### src/spd_pkg.sv
// Constants, types and default contents of the presence-detect array.
// Assumes a 100 MHz system clock; every cycle count below is derived from it.
package spd_pkg;

  localparam int CLK_MHZ = 100;
  // Internal programming time after a write sequence, longest.
  localparam int PROG_TIME_MS = 10;
  localparam int PROG_CYC = PROG_TIME_MS * CLK_MHZ * 1000;
  // Minimum delay from clock high to a qualifying data edge, least.
  localparam int QUAL_NS = 50;
  localparam logic [3:0] QUAL_CYC = 4'((QUAL_NS * CLK_MHZ + 999) / 1000);

  localparam logic [3:0] DEV_TYPE = 4'hA;
  localparam int PAGE_BYTES = 16;
  localparam int ARRAY_BYTES = 256;

  // Header size codes.
  localparam logic [7:0] OFS_USED = 8'h00, VAL_USED = 8'h80;
  localparam logic [7:0] OFS_SIZE = 8'h01, VAL_SIZE = 8'h08;
  localparam logic [7:0] OFS_MTYPE = 8'h02, VAL_MTYPE = 8'h07;
  // Row and column counts.
  localparam logic [7:0] OFS_ROWS = 8'h03, VAL_ROWS12 = 8'h0C, VAL_ROWS13 = 8'h0D;
  localparam logic [7:0] OFS_COLS = 8'h04, VAL_COLS = 8'h0A;
  // Two physical ranks.
  localparam logic [7:0] OFS_RANKS = 8'h05, VAL_RANKS = 8'h02;
  // Data width bytes.
  localparam logic [7:0] OFS_WID_LO = 8'h06, VAL_WID_LO = 8'h20;
  localparam logic [7:0] OFS_WID_HI = 8'h07, VAL_WID_HI = 8'h00;
  // Interface level code.
  localparam logic [7:0] OFS_LEVEL = 8'h08, VAL_LEVEL = 8'h04;
  // Cycle and access codes.
  localparam logic [7:0] OFS_TCK_A = 8'h09, VAL_TCK_A_F = 8'h60, VAL_TCK_A_S = 8'h75;
  localparam logic [7:0] OFS_TAC_A = 8'h0A, VAL_TAC_A_F = 8'h70, VAL_TAC_A_S = 8'h75;
  localparam logic [7:0] OFS_CFG = 8'h0B, VAL_CFG = 8'h00;
  localparam logic [7:0] OFS_REFR = 8'h0C, VAL_REFR12 = 8'h80, VAL_REFR13 = 8'h82;
  localparam logic [7:0] OFS_DWID = 8'h0D, VAL_DWID = 8'h08;
  // No check data.
  localparam logic [7:0] OFS_CHK = 8'h0E, VAL_CHK = 8'h00;
  // Column access delay.
  localparam logic [7:0] OFS_CCD = 8'h0F, VAL_CCD = 8'h01;
  localparam logic [7:0] OFS_BURST = 8'h10, VAL_BURST = 8'h0E;
  // Four device banks.
  localparam logic [7:0] OFS_BANKS = 8'h11, VAL_BANKS = 8'h04;
  localparam logic [7:0] OFS_CL = 8'h12, VAL_CL = 8'h0C;
  localparam logic [7:0] OFS_CSL = 8'h13, VAL_CSL = 8'h01;
  localparam logic [7:0] OFS_WEL = 8'h14, VAL_WEL = 8'h02;
  localparam logic [7:0] OFS_MATTR = 8'h15, VAL_MATTR = 8'h20;
  // General device attributes.
  localparam logic [7:0] OFS_DATTR = 8'h16, VAL_DATTR = 8'hC0;
  localparam logic [7:0] OFS_TCK_B = 8'h17, VAL_TCK_B_F = 8'h75, VAL_TCK_B_S = 8'hA0;
  localparam logic [7:0] OFS_TAC_B = 8'h18, VAL_TAC_B_F = 8'h70, VAL_TAC_B_S = 8'h75;
  localparam logic [7:0] OFS_TCK_C = 8'h19, VAL_TCK_C = 8'h00;
  localparam logic [7:0] OFS_TAC_C = 8'h1A, VAL_TAC_C = 8'h00;
  // Precharge delay, quarter nanoseconds.
  localparam logic [7:0] OFS_TRP = 8'h1B, VAL_TRP_F = 8'h48, VAL_TRP_S = 8'h50;
  localparam logic [7:0] OFS_TRRD = 8'h1C, VAL_TRRD_F = 8'h30, VAL_TRRD_S = 8'h3C;
  // Row to column delay.
  localparam logic [7:0] OFS_TRCD = 8'h1D, VAL_TRCD_F = 8'h48, VAL_TRCD_S = 8'h50;
  // Row active width.
  localparam logic [7:0] OFS_TRAS = 8'h1E, VAL_TRAS_F = 8'h2A, VAL_TRAS_S = 8'h2D;
  localparam logic [7:0] OFS_DENS = 8'h1F, VAL_DENS12 = 8'h10, VAL_DENS13 = 8'h20;

  typedef enum logic [6:0] {
    S_IDLE  = 7'h01,
    S_DEV   = 7'h02,
    S_ACK   = 7'h04,
    S_ADDR  = 7'h08,
    S_WDATA = 7'h10,
    S_RDATA = 7'h20,
    S_RACK  = 7'h40
  } spd_state_t;

  typedef struct packed {
    logic             scl_m;
    logic             scl_s;
    logic             scl_d;
    logic             sda_m;
    logic             sda_s;
    logic             sda_d;
    logic [2:0]       sa_m;
    logic [2:0]       sa_s;
    logic             wc_m;
    logic             wc_s;
    logic [3:0]       high_cnt;
    spd_state_t       state;
    spd_state_t       after;
    logic [2:0]       bitcnt;
    logic [7:0]       shreg;
    logic [7:0]       ptr;
    logic             do_ack;
    logic             ack_on;
    logic             mack;
    logic [15:0][7:0] page;
    logic [15:0]      pvalid;
    logic [3:0]       pbase;
    logic [19:0]      busy_cnt;
    logic             sda_oe;
    logic             busy;
  } spd_regs_t;

  // Default content; row13 picks the larger array, fast the faster grade.
  function automatic logic [7:0] spd_rom_byte(input logic [7:0] a, input logic row13,
                                             input logic fast);
    case (a)
      OFS_USED:   return VAL_USED;
      OFS_SIZE:   return VAL_SIZE;
      OFS_MTYPE:  return VAL_MTYPE;
      OFS_ROWS:   return row13 ? VAL_ROWS13 : VAL_ROWS12;
      OFS_COLS:   return VAL_COLS;
      OFS_RANKS:  return VAL_RANKS;
      OFS_WID_LO: return VAL_WID_LO;
      OFS_WID_HI: return VAL_WID_HI;
      OFS_LEVEL:  return VAL_LEVEL;
      OFS_TCK_A:  return fast ? VAL_TCK_A_F : VAL_TCK_A_S;
      OFS_TAC_A:  return fast ? VAL_TAC_A_F : VAL_TAC_A_S;
      OFS_CFG:    return VAL_CFG;
      OFS_REFR:   return row13 ? VAL_REFR13 : VAL_REFR12;
      OFS_DWID:   return VAL_DWID;
      OFS_CHK:    return VAL_CHK;
      OFS_CCD:    return VAL_CCD;
      OFS_BURST:  return VAL_BURST;
      OFS_BANKS:  return VAL_BANKS;
      OFS_CL:     return VAL_CL;
      OFS_CSL:    return VAL_CSL;
      OFS_WEL:    return VAL_WEL;
      OFS_MATTR:  return VAL_MATTR;
      OFS_DATTR:  return VAL_DATTR;
      OFS_TCK_B:  return fast ? VAL_TCK_B_F : VAL_TCK_B_S;
      OFS_TAC_B:  return fast ? VAL_TAC_B_F : VAL_TAC_B_S;
      OFS_TCK_C:  return VAL_TCK_C;
      OFS_TAC_C:  return VAL_TAC_C;
      OFS_TRP:    return fast ? VAL_TRP_F : VAL_TRP_S;
      OFS_TRRD:   return fast ? VAL_TRRD_F : VAL_TRRD_S;
      OFS_TRCD:   return fast ? VAL_TRCD_F : VAL_TRCD_S;
      OFS_TRAS:   return fast ? VAL_TRAS_F : VAL_TRAS_S;
      OFS_DENS:   return row13 ? VAL_DENS13 : VAL_DENS12;
      default:    return 8'h00;
    endcase
  endfunction : spd_rom_byte

endpackage : spd_pkg

### src/spd_eeprom.sv
// Presence-detect EEPROM: two-wire bus slave serving a 256-byte array.
// Assumes open-drain SCL/SDA pins from outside, sampled by i_mclk.
//
// Contract
// Current read: start, select with read bit one, one byte from pointer.
// Random read: select write, address, restart, select read, byte returned.
// Sequential read keeps sending successive bytes while master acknowledges.
// Byte write stores one byte only with write control low.
// Page write: up to sixteen bytes after one address, one program cycle.
// After a write, programming lasts at most 10 ms before next start.
// Data edges too soon after clock rises are not start or stop.
// Byte 0 reads 0x80, 128 description bytes.
// Byte 1 reads 0x08, array of 256 bytes.
// Byte 3 gives 0x0C or 0x0D rows; byte 4 gives 0x0A columns.
// Rank count byte reads 0x02.
// Bytes 6 and 7 read 0x20 and 0x00, 32-bit width.
// Access and cycle time bytes use two-digit decimal codes.
// Byte 17 reads 0x04, four banks.
// Byte 15 reads 0x01, one clock column delay.
// Precharge and row-to-column bytes in quarter ns, 0x48 or 0x50.
// Row active width byte 0x2A fast grade, 0x2D slow grade.
// General attributes byte reads 0xC0.
// Byte 14 reads 0x00, no check data.
// Byte 8 reads 0x04, 2.5 V terminated level.
// Select byte MSB first: type code, slot address bits, read bit last.
// Reads release data after eight bits; no acknowledge ends transmission.
// Byte pointer advances by one after each byte read or written; writes wrap within the 16-byte page here.
`timescale 1ns/10ps
module spd_eeprom #(
  parameter int PROG_CYCLES = spd_pkg::PROG_CYC,
  parameter bit ROW13       = 1'b0,
  parameter bit FAST        = 1'b1
) (
  // Clock and reset
  input  wire logic i_mclk,
  input  wire logic i_rst,
  // Two-wire bus pins
  input  wire logic i_scl,
  input  wire logic i_sda,
  output logic      o_sda_out,
  output logic      o_sda_oe,
  // Straps and write protection
  input  wire logic i_slot_address_bit0,
  input  wire logic i_slot_address_bit1,
  input  wire logic i_slot_address_bit2,
  input  wire logic i_write_control_input,
  // Status
  output logic      o_write_busy
);

  spd_pkg::spd_regs_t r;
  spd_pkg::spd_regs_t next_r;
  logic [7:0]         mem [spd_pkg::ARRAY_BYTES];
  logic [7:0]         rd_byte;
  logic [7:0]         rx;
  logic               qual;
  logic               start_det;
  logic               stop_det;
  logic               scl_rise;
  logic               scl_fall;
  logic               commit;

  assign rd_byte = mem[r.ptr];
  assign rx = {r.shreg[6:0], r.sda_s};
  assign scl_rise = r.scl_s && !r.scl_d;
  assign scl_fall = !r.scl_s && r.scl_d;
  // start stop filter
  assign qual = r.scl_s && r.scl_d && (r.high_cnt >= spd_pkg::QUAL_CYC);
  assign start_det = qual && r.sda_d && !r.sda_s;
  assign stop_det = qual && !r.sda_d && r.sda_s;
  assign commit = stop_det && (|r.pvalid);

  always_comb begin
    next_r = r;
    next_r.scl_m = i_scl;
    next_r.scl_s = r.scl_m;
    next_r.scl_d = r.scl_s;
    next_r.sda_m = i_sda;
    next_r.sda_s = r.sda_m;
    next_r.sda_d = r.sda_s;
    next_r.sa_m = {i_slot_address_bit2, i_slot_address_bit1, i_slot_address_bit0};
    next_r.sa_s = r.sa_m;
    next_r.wc_m = i_write_control_input;
    next_r.wc_s = r.wc_m;
    // Count how long the clock has been high, saturating.
    if (!r.scl_s) begin
      next_r.high_cnt = 4'h0;
    end else if (r.high_cnt != 4'hF) begin
      next_r.high_cnt = r.high_cnt + 4'h1;
    end
    if (r.busy_cnt != 20'h00000) begin
      next_r.busy_cnt = r.busy_cnt - 20'h00001;
    end
    if (stop_det) begin
      next_r.state = spd_pkg::S_IDLE;
      next_r.sda_oe = 1'b0;
      // page commit
      if (|r.pvalid) begin
        next_r.pvalid = 16'h0000;
        // program time
        next_r.busy_cnt = 20'(PROG_CYCLES);
      end
    end else if (start_det) begin
      // A restart abandons any bytes gathered without a stop.
      next_r.state = spd_pkg::S_DEV;
      next_r.bitcnt = 3'h0;
      next_r.sda_oe = 1'b0;
      next_r.pvalid = 16'h0000;
    end else begin
      case (r.state)
        spd_pkg::S_IDLE: begin
          next_r.sda_oe = 1'b0;
        end
        spd_pkg::S_DEV: begin
          if (scl_rise) begin
            next_r.shreg = rx;
            next_r.bitcnt = r.bitcnt + 3'h1;
            if (r.bitcnt == 3'h7) begin
              next_r.state = spd_pkg::S_ACK;
              next_r.ack_on = 1'b0;
              // select match
              if (rx[7:1] == {spd_pkg::DEV_TYPE, r.sa_s} && !r.busy) begin
                next_r.do_ack = 1'b1;
                // read select
                next_r.after = rx[0] ? spd_pkg::S_RDATA : spd_pkg::S_ADDR;
              end else begin
                // busy refuses select
                next_r.do_ack = 1'b0;
                next_r.after = spd_pkg::S_IDLE;
              end
            end
          end
        end
        spd_pkg::S_ADDR: begin
          if (scl_rise) begin
            next_r.shreg = rx;
            next_r.bitcnt = r.bitcnt + 3'h1;
            if (r.bitcnt == 3'h7) begin
              // word address
              next_r.ptr = rx;
              next_r.pbase = rx[7:4];
              next_r.state = spd_pkg::S_ACK;
              next_r.ack_on = 1'b0;
              next_r.do_ack = 1'b1;
              next_r.after = spd_pkg::S_WDATA;
            end
          end
        end
        spd_pkg::S_WDATA: begin
          if (scl_rise) begin
            next_r.shreg = rx;
            next_r.bitcnt = r.bitcnt + 3'h1;
            if (r.bitcnt == 3'h7) begin
              next_r.state = spd_pkg::S_ACK;
              next_r.ack_on = 1'b0;
              // write control gate
              if (!r.wc_s) begin
                next_r.page[r.ptr[3:0]] = rx;
                next_r.pvalid[r.ptr[3:0]] = 1'b1;
                // write pointer step
                next_r.ptr = {r.ptr[7:4], r.ptr[3:0] + 4'h1};
                next_r.do_ack = 1'b1;
                next_r.after = spd_pkg::S_WDATA;
              end else begin
                next_r.do_ack = 1'b0;
                next_r.after = spd_pkg::S_IDLE;
              end
            end
          end
        end
        spd_pkg::S_ACK: begin
          if (scl_fall) begin
            if (!r.ack_on) begin
              next_r.ack_on = 1'b1;
              next_r.sda_oe = r.do_ack;
            end else begin
              next_r.ack_on = 1'b0;
              next_r.state = r.after;
              next_r.bitcnt = 3'h0;
              next_r.sda_oe = 1'b0;
              if (r.after == spd_pkg::S_RDATA) begin
                next_r.shreg = rd_byte;
                next_r.sda_oe = !rd_byte[7];
              end
            end
          end
        end
        spd_pkg::S_RDATA: begin
          if (scl_fall) begin
            next_r.bitcnt = r.bitcnt + 3'h1;
            if (r.bitcnt == 3'h7) begin
              // release after eight
              next_r.sda_oe = 1'b0;
              // read pointer step
              next_r.ptr = r.ptr + 8'h01;
              next_r.state = spd_pkg::S_RACK;
              next_r.mack = 1'b0;
            end else begin
              next_r.shreg = {r.shreg[6:0], 1'b0};
              next_r.sda_oe = !r.shreg[6];
            end
          end
        end
        spd_pkg::S_RACK: begin
          if (scl_rise) begin
            // no acknowledge ends
            if (r.sda_s) begin
              next_r.state = spd_pkg::S_IDLE;
            end else begin
              next_r.mack = 1'b1;
            end
          end else if (scl_fall && r.mack) begin
            // next sequential byte
            next_r.mack = 1'b0;
            next_r.state = spd_pkg::S_RDATA;
            next_r.bitcnt = 3'h0;
            next_r.shreg = rd_byte;
            next_r.sda_oe = !rd_byte[7];
          end
        end
        default: begin
          next_r.state = spd_pkg::S_IDLE;
          next_r.sda_oe = 1'b0;
        end
      endcase
    end
    next_r.busy = (next_r.busy_cnt != 20'h00000);
  end

  always_ff @(posedge i_mclk) begin
    if (i_rst) begin
      r <= '0;
      r.state <= spd_pkg::S_IDLE;
      r.after <= spd_pkg::S_IDLE;
      // Both lines idle high, so the edge detectors see no false edge after reset.
      r.scl_m <= 1'b1;
      r.scl_s <= 1'b1;
      r.scl_d <= 1'b1;
      r.sda_m <= 1'b1;
      r.sda_s <= 1'b1;
      r.sda_d <= 1'b1;
    end else begin
      r <= next_r;
    end
  end

  // Reset reloads the description; writes may later overwrite any byte.
  always_ff @(posedge i_mclk) begin
    if (i_rst) begin
      for (int i = 0; i < spd_pkg::ARRAY_BYTES; i++) begin
        mem[i] <= spd_pkg::spd_rom_byte(8'(i), ROW13, FAST);
      end
    end else if (commit) begin
      // one program cycle
      for (int j = 0; j < spd_pkg::PAGE_BYTES; j++) begin
        if (r.pvalid[j]) begin
          mem[{r.pbase, 4'(j)}] <= r.page[j];
        end
      end
    end
  end

  // Open drain: the pin only ever pulls low.
  assign o_sda_out = 1'b0;
  assign o_sda_oe = r.sda_oe;
  assign o_write_busy = r.busy;

  a_rom_header: assert property (
    @(posedge i_mclk) disable iff (i_rst)
    $fell(i_rst) |-> mem[0] == 8'h80 && mem[1] == 8'h08)
    else $error("header bytes wrong after reset");

  a_rom_geometry: assert property (
    @(posedge i_mclk) disable iff (i_rst)
    $fell(i_rst) |-> mem[3] == (ROW13 ? 8'h0D : 8'h0C) && mem[4] == 8'h0A
      && mem[5] == 8'h02 && mem[6] == 8'h20 && mem[7] == 8'h00)
    else $error("geometry bytes wrong after reset");

  a_rom_timing: assert property (
    @(posedge i_mclk) disable iff (i_rst)
    $fell(i_rst) |-> mem[9] == (FAST ? 8'h60 : 8'h75)
      && mem[10] == (FAST ? 8'h70 : 8'h75) && mem[27] == (FAST ? 8'h48 : 8'h50)
      && mem[29] == (FAST ? 8'h48 : 8'h50) && mem[30] == (FAST ? 8'h2A : 8'h2D))
    else $error("timing bytes wrong after reset");

  a_rom_attrs: assert property (
    @(posedge i_mclk) disable iff (i_rst)
    $fell(i_rst) |-> mem[17] == 8'h04 && mem[15] == 8'h01 && mem[22] == 8'hC0
      && mem[14] == 8'h00 && mem[8] == 8'h04)
    else $error("attribute bytes wrong after reset");

  a_start_filter: assert property (
    @(posedge i_mclk) disable iff (i_rst)
    scl_rise |-> (!start_det && !stop_det) [*5])
    else $error("start or stop taken too soon after clock rise");

  a_select_nomatch: assert property (
    @(posedge i_mclk) disable iff (i_rst)
    r.state == spd_pkg::S_DEV && scl_rise && r.bitcnt == 3'h7 && !start_det
      && !stop_det && rx[7:1] != {spd_pkg::DEV_TYPE, r.sa_s} |=> !r.do_ack)
    else $error("foreign select acknowledged");

  a_read_first: assert property (
    @(posedge i_mclk) disable iff (i_rst)
    r.state == spd_pkg::S_ACK && r.ack_on && scl_fall && !start_det && !stop_det
      && r.after == spd_pkg::S_RDATA |=> r.state == spd_pkg::S_RDATA
      && r.sda_oe == !$past(rd_byte[7]))
    else $error("read byte not presented after select");

  a_addr_load: assert property (
    @(posedge i_mclk) disable iff (i_rst)
    r.state == spd_pkg::S_ADDR && scl_rise && r.bitcnt == 3'h7 && !start_det
      && !stop_det |=> r.ptr == $past(rx) ##1 r.state == spd_pkg::S_ACK)
    else $error("word address not loaded");

  a_wc_blocks: assert property (
    @(posedge i_mclk) disable iff (i_rst)
    r.state == spd_pkg::S_WDATA && scl_rise && r.bitcnt == 3'h7 && r.wc_s
      && !start_det && !stop_det |=> r.pvalid == $past(r.pvalid) && !r.do_ack)
    else $error("byte taken while write control high");

  a_prog_busy: assert property (
    @(posedge i_mclk) disable iff (i_rst)
    commit |=> r.busy && r.busy_cnt == 20'(PROG_CYCLES)
      ##1 r.busy_cnt == 20'(PROG_CYCLES - 1))
    else $error("programming cycle not started");

  a_busy_nack: assert property (
    @(posedge i_mclk) disable iff (i_rst)
    r.busy && r.state == spd_pkg::S_ACK && r.after == spd_pkg::S_IDLE |-> !r.do_ack)
    else $error("select acknowledged while programming");

  a_read_release: assert property (
    @(posedge i_mclk) disable iff (i_rst)
    r.state == spd_pkg::S_RDATA && scl_fall && r.bitcnt == 3'h7 && !start_det
      && !stop_det |=> !r.sda_oe && r.state == spd_pkg::S_RACK
      && r.ptr == $past(r.ptr) + 8'h01)
    else $error("data line not released or pointer not advanced");

  a_master_nack: assert property (
    @(posedge i_mclk) disable iff (i_rst)
    r.state == spd_pkg::S_RACK && scl_rise && !start_det && !stop_det
      |=> (r.state == spd_pkg::S_IDLE) == $past(r.sda_s))
    else $error("master acknowledge handled wrongly");

endmodule : spd_eeprom

### config.mk
export PLATFORM = sky130hd
export DESIGN_NAME = spd_eeprom
export DESIGN_NICKNAME = d
export VERILOG_FILES = /design/src/spd_pkg.sv /design/src/spd_eeprom.sv
export SDC_FILE = /design/constraint.sdc
export NUM_CORES = 2
export LEC_CHECK = 0
export BUFFER_PORTS_ARGS = -buffer_cell sky130_fd_sc_hd__buf_2
export CAP_MARGIN = 20
export CORE_ASPECT_RATIO = 1.2
export CORE_UTILIZATION = 35
export DETAILED_ROUTE_END_ITERATION = 6
export HOLD_SLACK_MARGIN = 0.1
export PLACE_DENSITY_LB_ADDON = 0.12
export RECOVER_POWER = 50
export SLEW_MARGIN = 15
export SYNTH_ARGS = -nofsm -noshare
export SYNTH_HDL_FRONTEND = slang
export SYNTH_SLANG_ARGS = --single-unit
### constraint.sdc
create_clock -name i_mclk -period 3.6 [get_ports i_mclk]
set_clock_uncertainty 0.05 [all_clocks]
set_input_delay 0.36 -clock i_mclk [delete_from_list [all_inputs] [get_ports i_mclk]]
set_output_delay 0.36 -clock i_mclk [all_outputs]
set_load 0.005 [all_outputs]
; Yosys cells after proc, flatten, opt, wreduce, memory -nomap -nowiden
; Memory sizes are Yosys's and may differ from the RTL's.
; Index checks and enable logic that the tools add are counted.
[totals]
inputBits = 8
register_bits = 223
ram_bits = 2048
memories = 1
word_cells = 373
[op_classes]
bitwise = 8
n_addsub = 5
mux = 203
reduce_logical = 65
eq_ne = 46
order_cmp = 3
[memory_table]
columns = memory, words, width, rd, rd_clocked_by_memory_dff, wr, line_no
row1 = mem, 256, 8, 1, 0, 256, spd_eeprom.sv:53  ; logic [7:0] mem [spd_pkg::ARRAY_BYTES];
[ops]
columns = cell, n
row1 = 8-bit two-way mux, 55
row2 = 128-bit bitwise mux, 1
row3 = 8-bit OR reduction, 16
row4 = 16-bit two-way mux, 7
row5 = 1-bit two-way mux, 99
row6 = 35-bit two-way mux, 2
row7 = 11-bit case mux with 6 select lines, 1
row8 = 20-bit two-way mux, 3
row9 = 7-bit two-way mux, 7
row10 = 7-bit case mux with 7 select lines, 1
row11 = 3-bit inequality test (second input constant), 15
row12 = 11-bit two-way mux, 4
row13 = 14-bit two-way mux, 3
row14 = 20-bit nonzero test, 2
row15 = 13-bit AND reduction, 3
row16 = 8-bit demux with 4-bit select, 1
row17 = 2-bit inequality test (second input constant), 16
row18 = 10-bit AND reduction, 3
row19 = 25-bit two-way mux, 1
row20 = 8-bit case mux with 3 select lines, 1
row21 = 7-bit case mux with 3 select lines, 1
row22 = 20-bit by 1-bit subtractor with 20-bit output (second input constant), 1
row23 = 19-bit two-way mux, 1
row24 = 6-bit two-way mux, 3
row25 = 44 further kinds, 83

; Logic depth before layout (Yosys ltp)
[depth]
ltp_word = 11
depth_mapped = 14
mapped_depth_nobuf = 9

; Worst setup path before layout
; Ideal clock, no wire load.
[synth_timing]
path_kind = flip-flop to flip-flop
startpoint = register r[206] (netlist name)
endpoint = memory mem[0][0] (enable)
slack_ns = 0.712
synth_period_minus_slack_ns = 2.888
path_buffers = 3
required_time_ns = 3.221
path_stages_with_launch = 13
setup_time_ns = 0.329
arrival_ns = 2.510
cell_sequence = dfxtp_1 inv_1 ha_1 nand2b_1 a21oi_1 or3b_1 nor2_1 and2_1 clkbuf_1 clkbuf_1 clkbuf_1 nand2_1 nand2_1
[synth_rtl]
columns = item, line_no
row1 = from (decl), spd_eeprom.sv:51  ; spd_pkg::spd_regs_t r;
row2 = from (signal assigned), spd_eeprom.sv:243  ; r <= next_r;
row3 = to (decl), spd_eeprom.sv:53

; Final worst setup path
[layout_timing]
startpoint = register r[173] (netlist name)
endpoint = register r[184] (netlist name)
[layout_between]
elab_chain_len = 5
[layout_rtl]
columns = item, line_no
row1 = memory 256 x 8 bit (*), -
row2 = 8-bit two-way mux, spd_eeprom.sv:181  ; if (r.after == spd_pkg::S_RDATA) begin
row3 = 11-bit two-way mux, spd_eeprom.sv:173  ; if (!r.ack_on) begin
row4 = 11-bit two-way mux, spd_eeprom.sv:172  ; if (scl_fall) begin
row5 = 11-bit case mux with 6 select lines (*), spd_eeprom.sv:110  ; case (r.state)
; Every way passes the cells marked *; elsewhere a longest branch is shown, timed or not. The select of a mux whose other input is x is not followed.
; A chain may end at the register's enable or synchronous reset.

==> metrics <==
status finished, violations left; failing checks capacitance limit, slew limit; Max Freq 278.9 MHz; crit path DAT 4.30 ns; Register Area 66010 um^2; Pleak 47.57 nW; Slew @ Worst Pin 1.532 ns; RSZ-0062 raised after global routing no; area of the mapped netlist 105000 um^2; data required time of the worst path 4.31 ns; delay of the slowest critical-path stage 0.58 ns; Area Overhead vs Synth 13.25%; initial antenna violation count 81; endpoints failing setup 0; Post-DRT Antenna Nets 0; min-delay src i_rst; fin nets 7568; root buffer cell clkbuf_16; startpoint types flip-flop; worst reg-to-reg path cell count 11; total wire length 461200 um; Syn Area/Cell 13.70 um^2; Vias/cell 6.159; critical path, cell by cell buf_12 > buf_4 > mux4_2 > o22ai_1 > a211oi_1 > a21oi_1 > buf_4 > a32oi_2 > buf_4 > a311oi_1 > o41ai_1; core area 297600 um^2; final hold viol count 0; commonest non-fill, non-tap cell in the layout edfxtp_1; Seq/Total Area, Yosys 0.6277; EDFF count, synth 2048; Main synth FF type edfxtp_1; setup TNS 0 ns; Tmin final 3.586 ns; largest net degree at the start of global routing 145; Hold Crit Class in2reg; Layout Utilization 0.3996; FILL cells 27690; worst r2r dst r[184]; synthesis warning total 0; Worst path slowest cell mux4_2; Syn Nets 7682; most frequent cells in the layout edfxtp_1 (2048), and3_1 (2007), nand2_1 (771); Top delay family on crit path compound AO/OA/AOI/OAI gates; Worst-Skew Late Latency 0.93 ns; initial DRC count 10910; multi-input logic area 35110 um^2; TritonCTS Buffers 239; hold path depth 3; I/O Buffers 9; pwr/cell area 472.8 nW/um^2; Slew Viols, Final 23; wire per inst 39.21 um; Inst Count DP 11260; CTS Sinks 2268; Worst Hold End r[171]; Mapped Cells 7663; DP Wirelength 308400 um; Die Area 302200 um^2; clock tree from TritonCTS yes; H-tree levels 4; Yosys cell types 86; Post-route DRC 0; vias in the first global route 69780; crit-path max FO 16; fin crit share 0.9961; crit path buf inv count 4; CP Depth 11; cell mode on critical path buf_4; R2R Setup Slk 0.01 ns; CTS Buffer Depth 4; Worst VDD drop 0.3959 mV; I/O pin cnt 11; Initial Utilization 0.3528; DRT Pass-1 Iters 6; share of cells above drive strength 1 0.1941; Layout Cells excl Fill 11760; routed via count 72440; #FFs+latches synth 2268; Worst Setup End Kind flip-flop; die height 602.0 um; worst reg2reg startpoint r[173]; FP Rows 219; Slew headroom -0.02213; remaining global-route overflow 0; Max Cap Violations 1; Setup Crit Path Kind reg2reg; Post-synth ARST share 0; Reg clk slew, reported paths 0.06 ns; wire length of the first global-routing pass 619400 um; die width 502.0 um; Tot GR Track Use 0.2995; routability-driven placement congestion ratio 0.9996
[cells by family (layout without fill, tap and decap cells)]
logic type / count (synthesis) / after routing / share of synthesized area
buf+inv: 943 / 1019 / 0.03972
simple gates: 3324 / 3324 / 0.1753
fa+ha+maj: 11 / 11 / 0.001311
flops: 2268 / 2268 / 0.6277
mux: 633 / 633 / 0.1260
compound gates: 460 / 460 / 0.02812
other cells: 1 / 46 / 0.00003571
xor+xnor: 23 / 23 / 0.001919
[worst max path at each step]
stage	startpoint	endpoint	slack (ns)
after CTS	r[173]	r[181]	0.02
after global routing	r[202]	r[199]	0.01
final	r[173]	r[184]	0.01
after detailed placement	r[173]	r[181]	-0.09
after global placement	r[173]	r[181]	-0.09
after floorplan	r[206]	mem[0][0]	0.71
[report_power, final]
part,total [mW],switching [mW],internal (mW)
sequential,29.8,0.380,29.5
combinational,2.28,1.52,0.759
clock,24.1,10.9,13.2
total,56.2,12.8,43.4
[metal layers]
metal  track usage  vias to the layer above  wire length (um)
li1              -                    29210                 -
met1        0.3834                    37980            173400
met2        0.4888                     4201            219700
met3       0.04837                     1041             38790
met4        0.1529                       18             29120
met5             0                        -               165
[through the flow]
| step | hold WS (ns) | worst slack [ns] | power (mW) | cell area (um^2) |
|---|---|---|---|---|
| 4_1_cts | 0.3030 | 0.01843 | 56.43 | 119000 |
| 3_3_place_gp | 0.3465 | -0.09481 | 32.58 | 111500 |
| 3_5_place_dp | 0.3464 | -0.09152 | 32.63 | 111600 |
| 2_1_floorplan | 0.3395 | 0.7116 | 31.66 | 105000 |
| 6_report | 0.3466 | 0.01412 | 56.23 | 118900 |
| 5_1_grt | 0.3588 | 0.01207 | 57.55 | 118800 |
[cell type report]
class	count	share of cell area
multi-input cells	4452	0.2952
clock inverters	121	0.006797
repair buffers	571	0.04511
diodes	45	0.0009470
inverters	17	0.0006418
well taps	3978	0.04186
flip-flops and latches	2268	0.5551
clock buffers	310	0.05427
[worst min-delay path, cell delays in order]
cell	delay [ns]
dlygate4sd3_1	0.55
buf_6	0.23
nor2_1	0.13
[cell usage after synthesis (all sizes together) (5+ instances only)]
cell type	instances	share of area
xnor2	14	0.0012
nand4	9	0.00054
a2111oi	6	0.00050
o31ai	6	0.00048
xor2	9	0.00075
a221oi	17	0.0014
nor4	29	0.0018
ha	11	0.0013
a21oi	185	0.0088
mux2i	71	0.0068
o211ai	7	0.00055
nand3	167	0.0080
a22o	8	0.00067
edfxtp	2048	0.59
nor3	37	0.0018
nand2	771	0.028
o41ai	7	0.00058
mux4	548	0.12
inv	14	0.00050
a211oi	13	0.00093
o221ai	7	0.00064
a22oi	47	0.0034
nor2	123	0.0044
a311oi	8	0.00067
or3	7	0.00042
o21ai	44	0.0021
clkbuf	703	0.025
or2	49	0.0029
a31oi	36	0.0021
o22ai	24	0.0015
and2	27	0.0016
a41oi	5	0.00042
dfxtp	220	0.042
buf	223	0.014
a21o	5	0.00036
mux2	14	0.0015
or4	12	0.00086
and3	2007	0.12
nand2b	25	0.0015
nand3b	19	0.0014
nor2b	25	0.0015
[what timing repair did]
item	CTS	global route
hold endpoints to repair	33	0
cloned	0	4
pin swaps	0	2
setup buffers	0	8
hold buffers	18	0
resized for setup	1	9
endpoints found under the setup margin	1	4
[sequential cells by signal, summed over array words and instances (netlist names)]
signal and flops:
mem 2048, next_r 8, o_sda_oe 1, o_write_busy 1
r 210
Power figures use the tool's default switching activity.
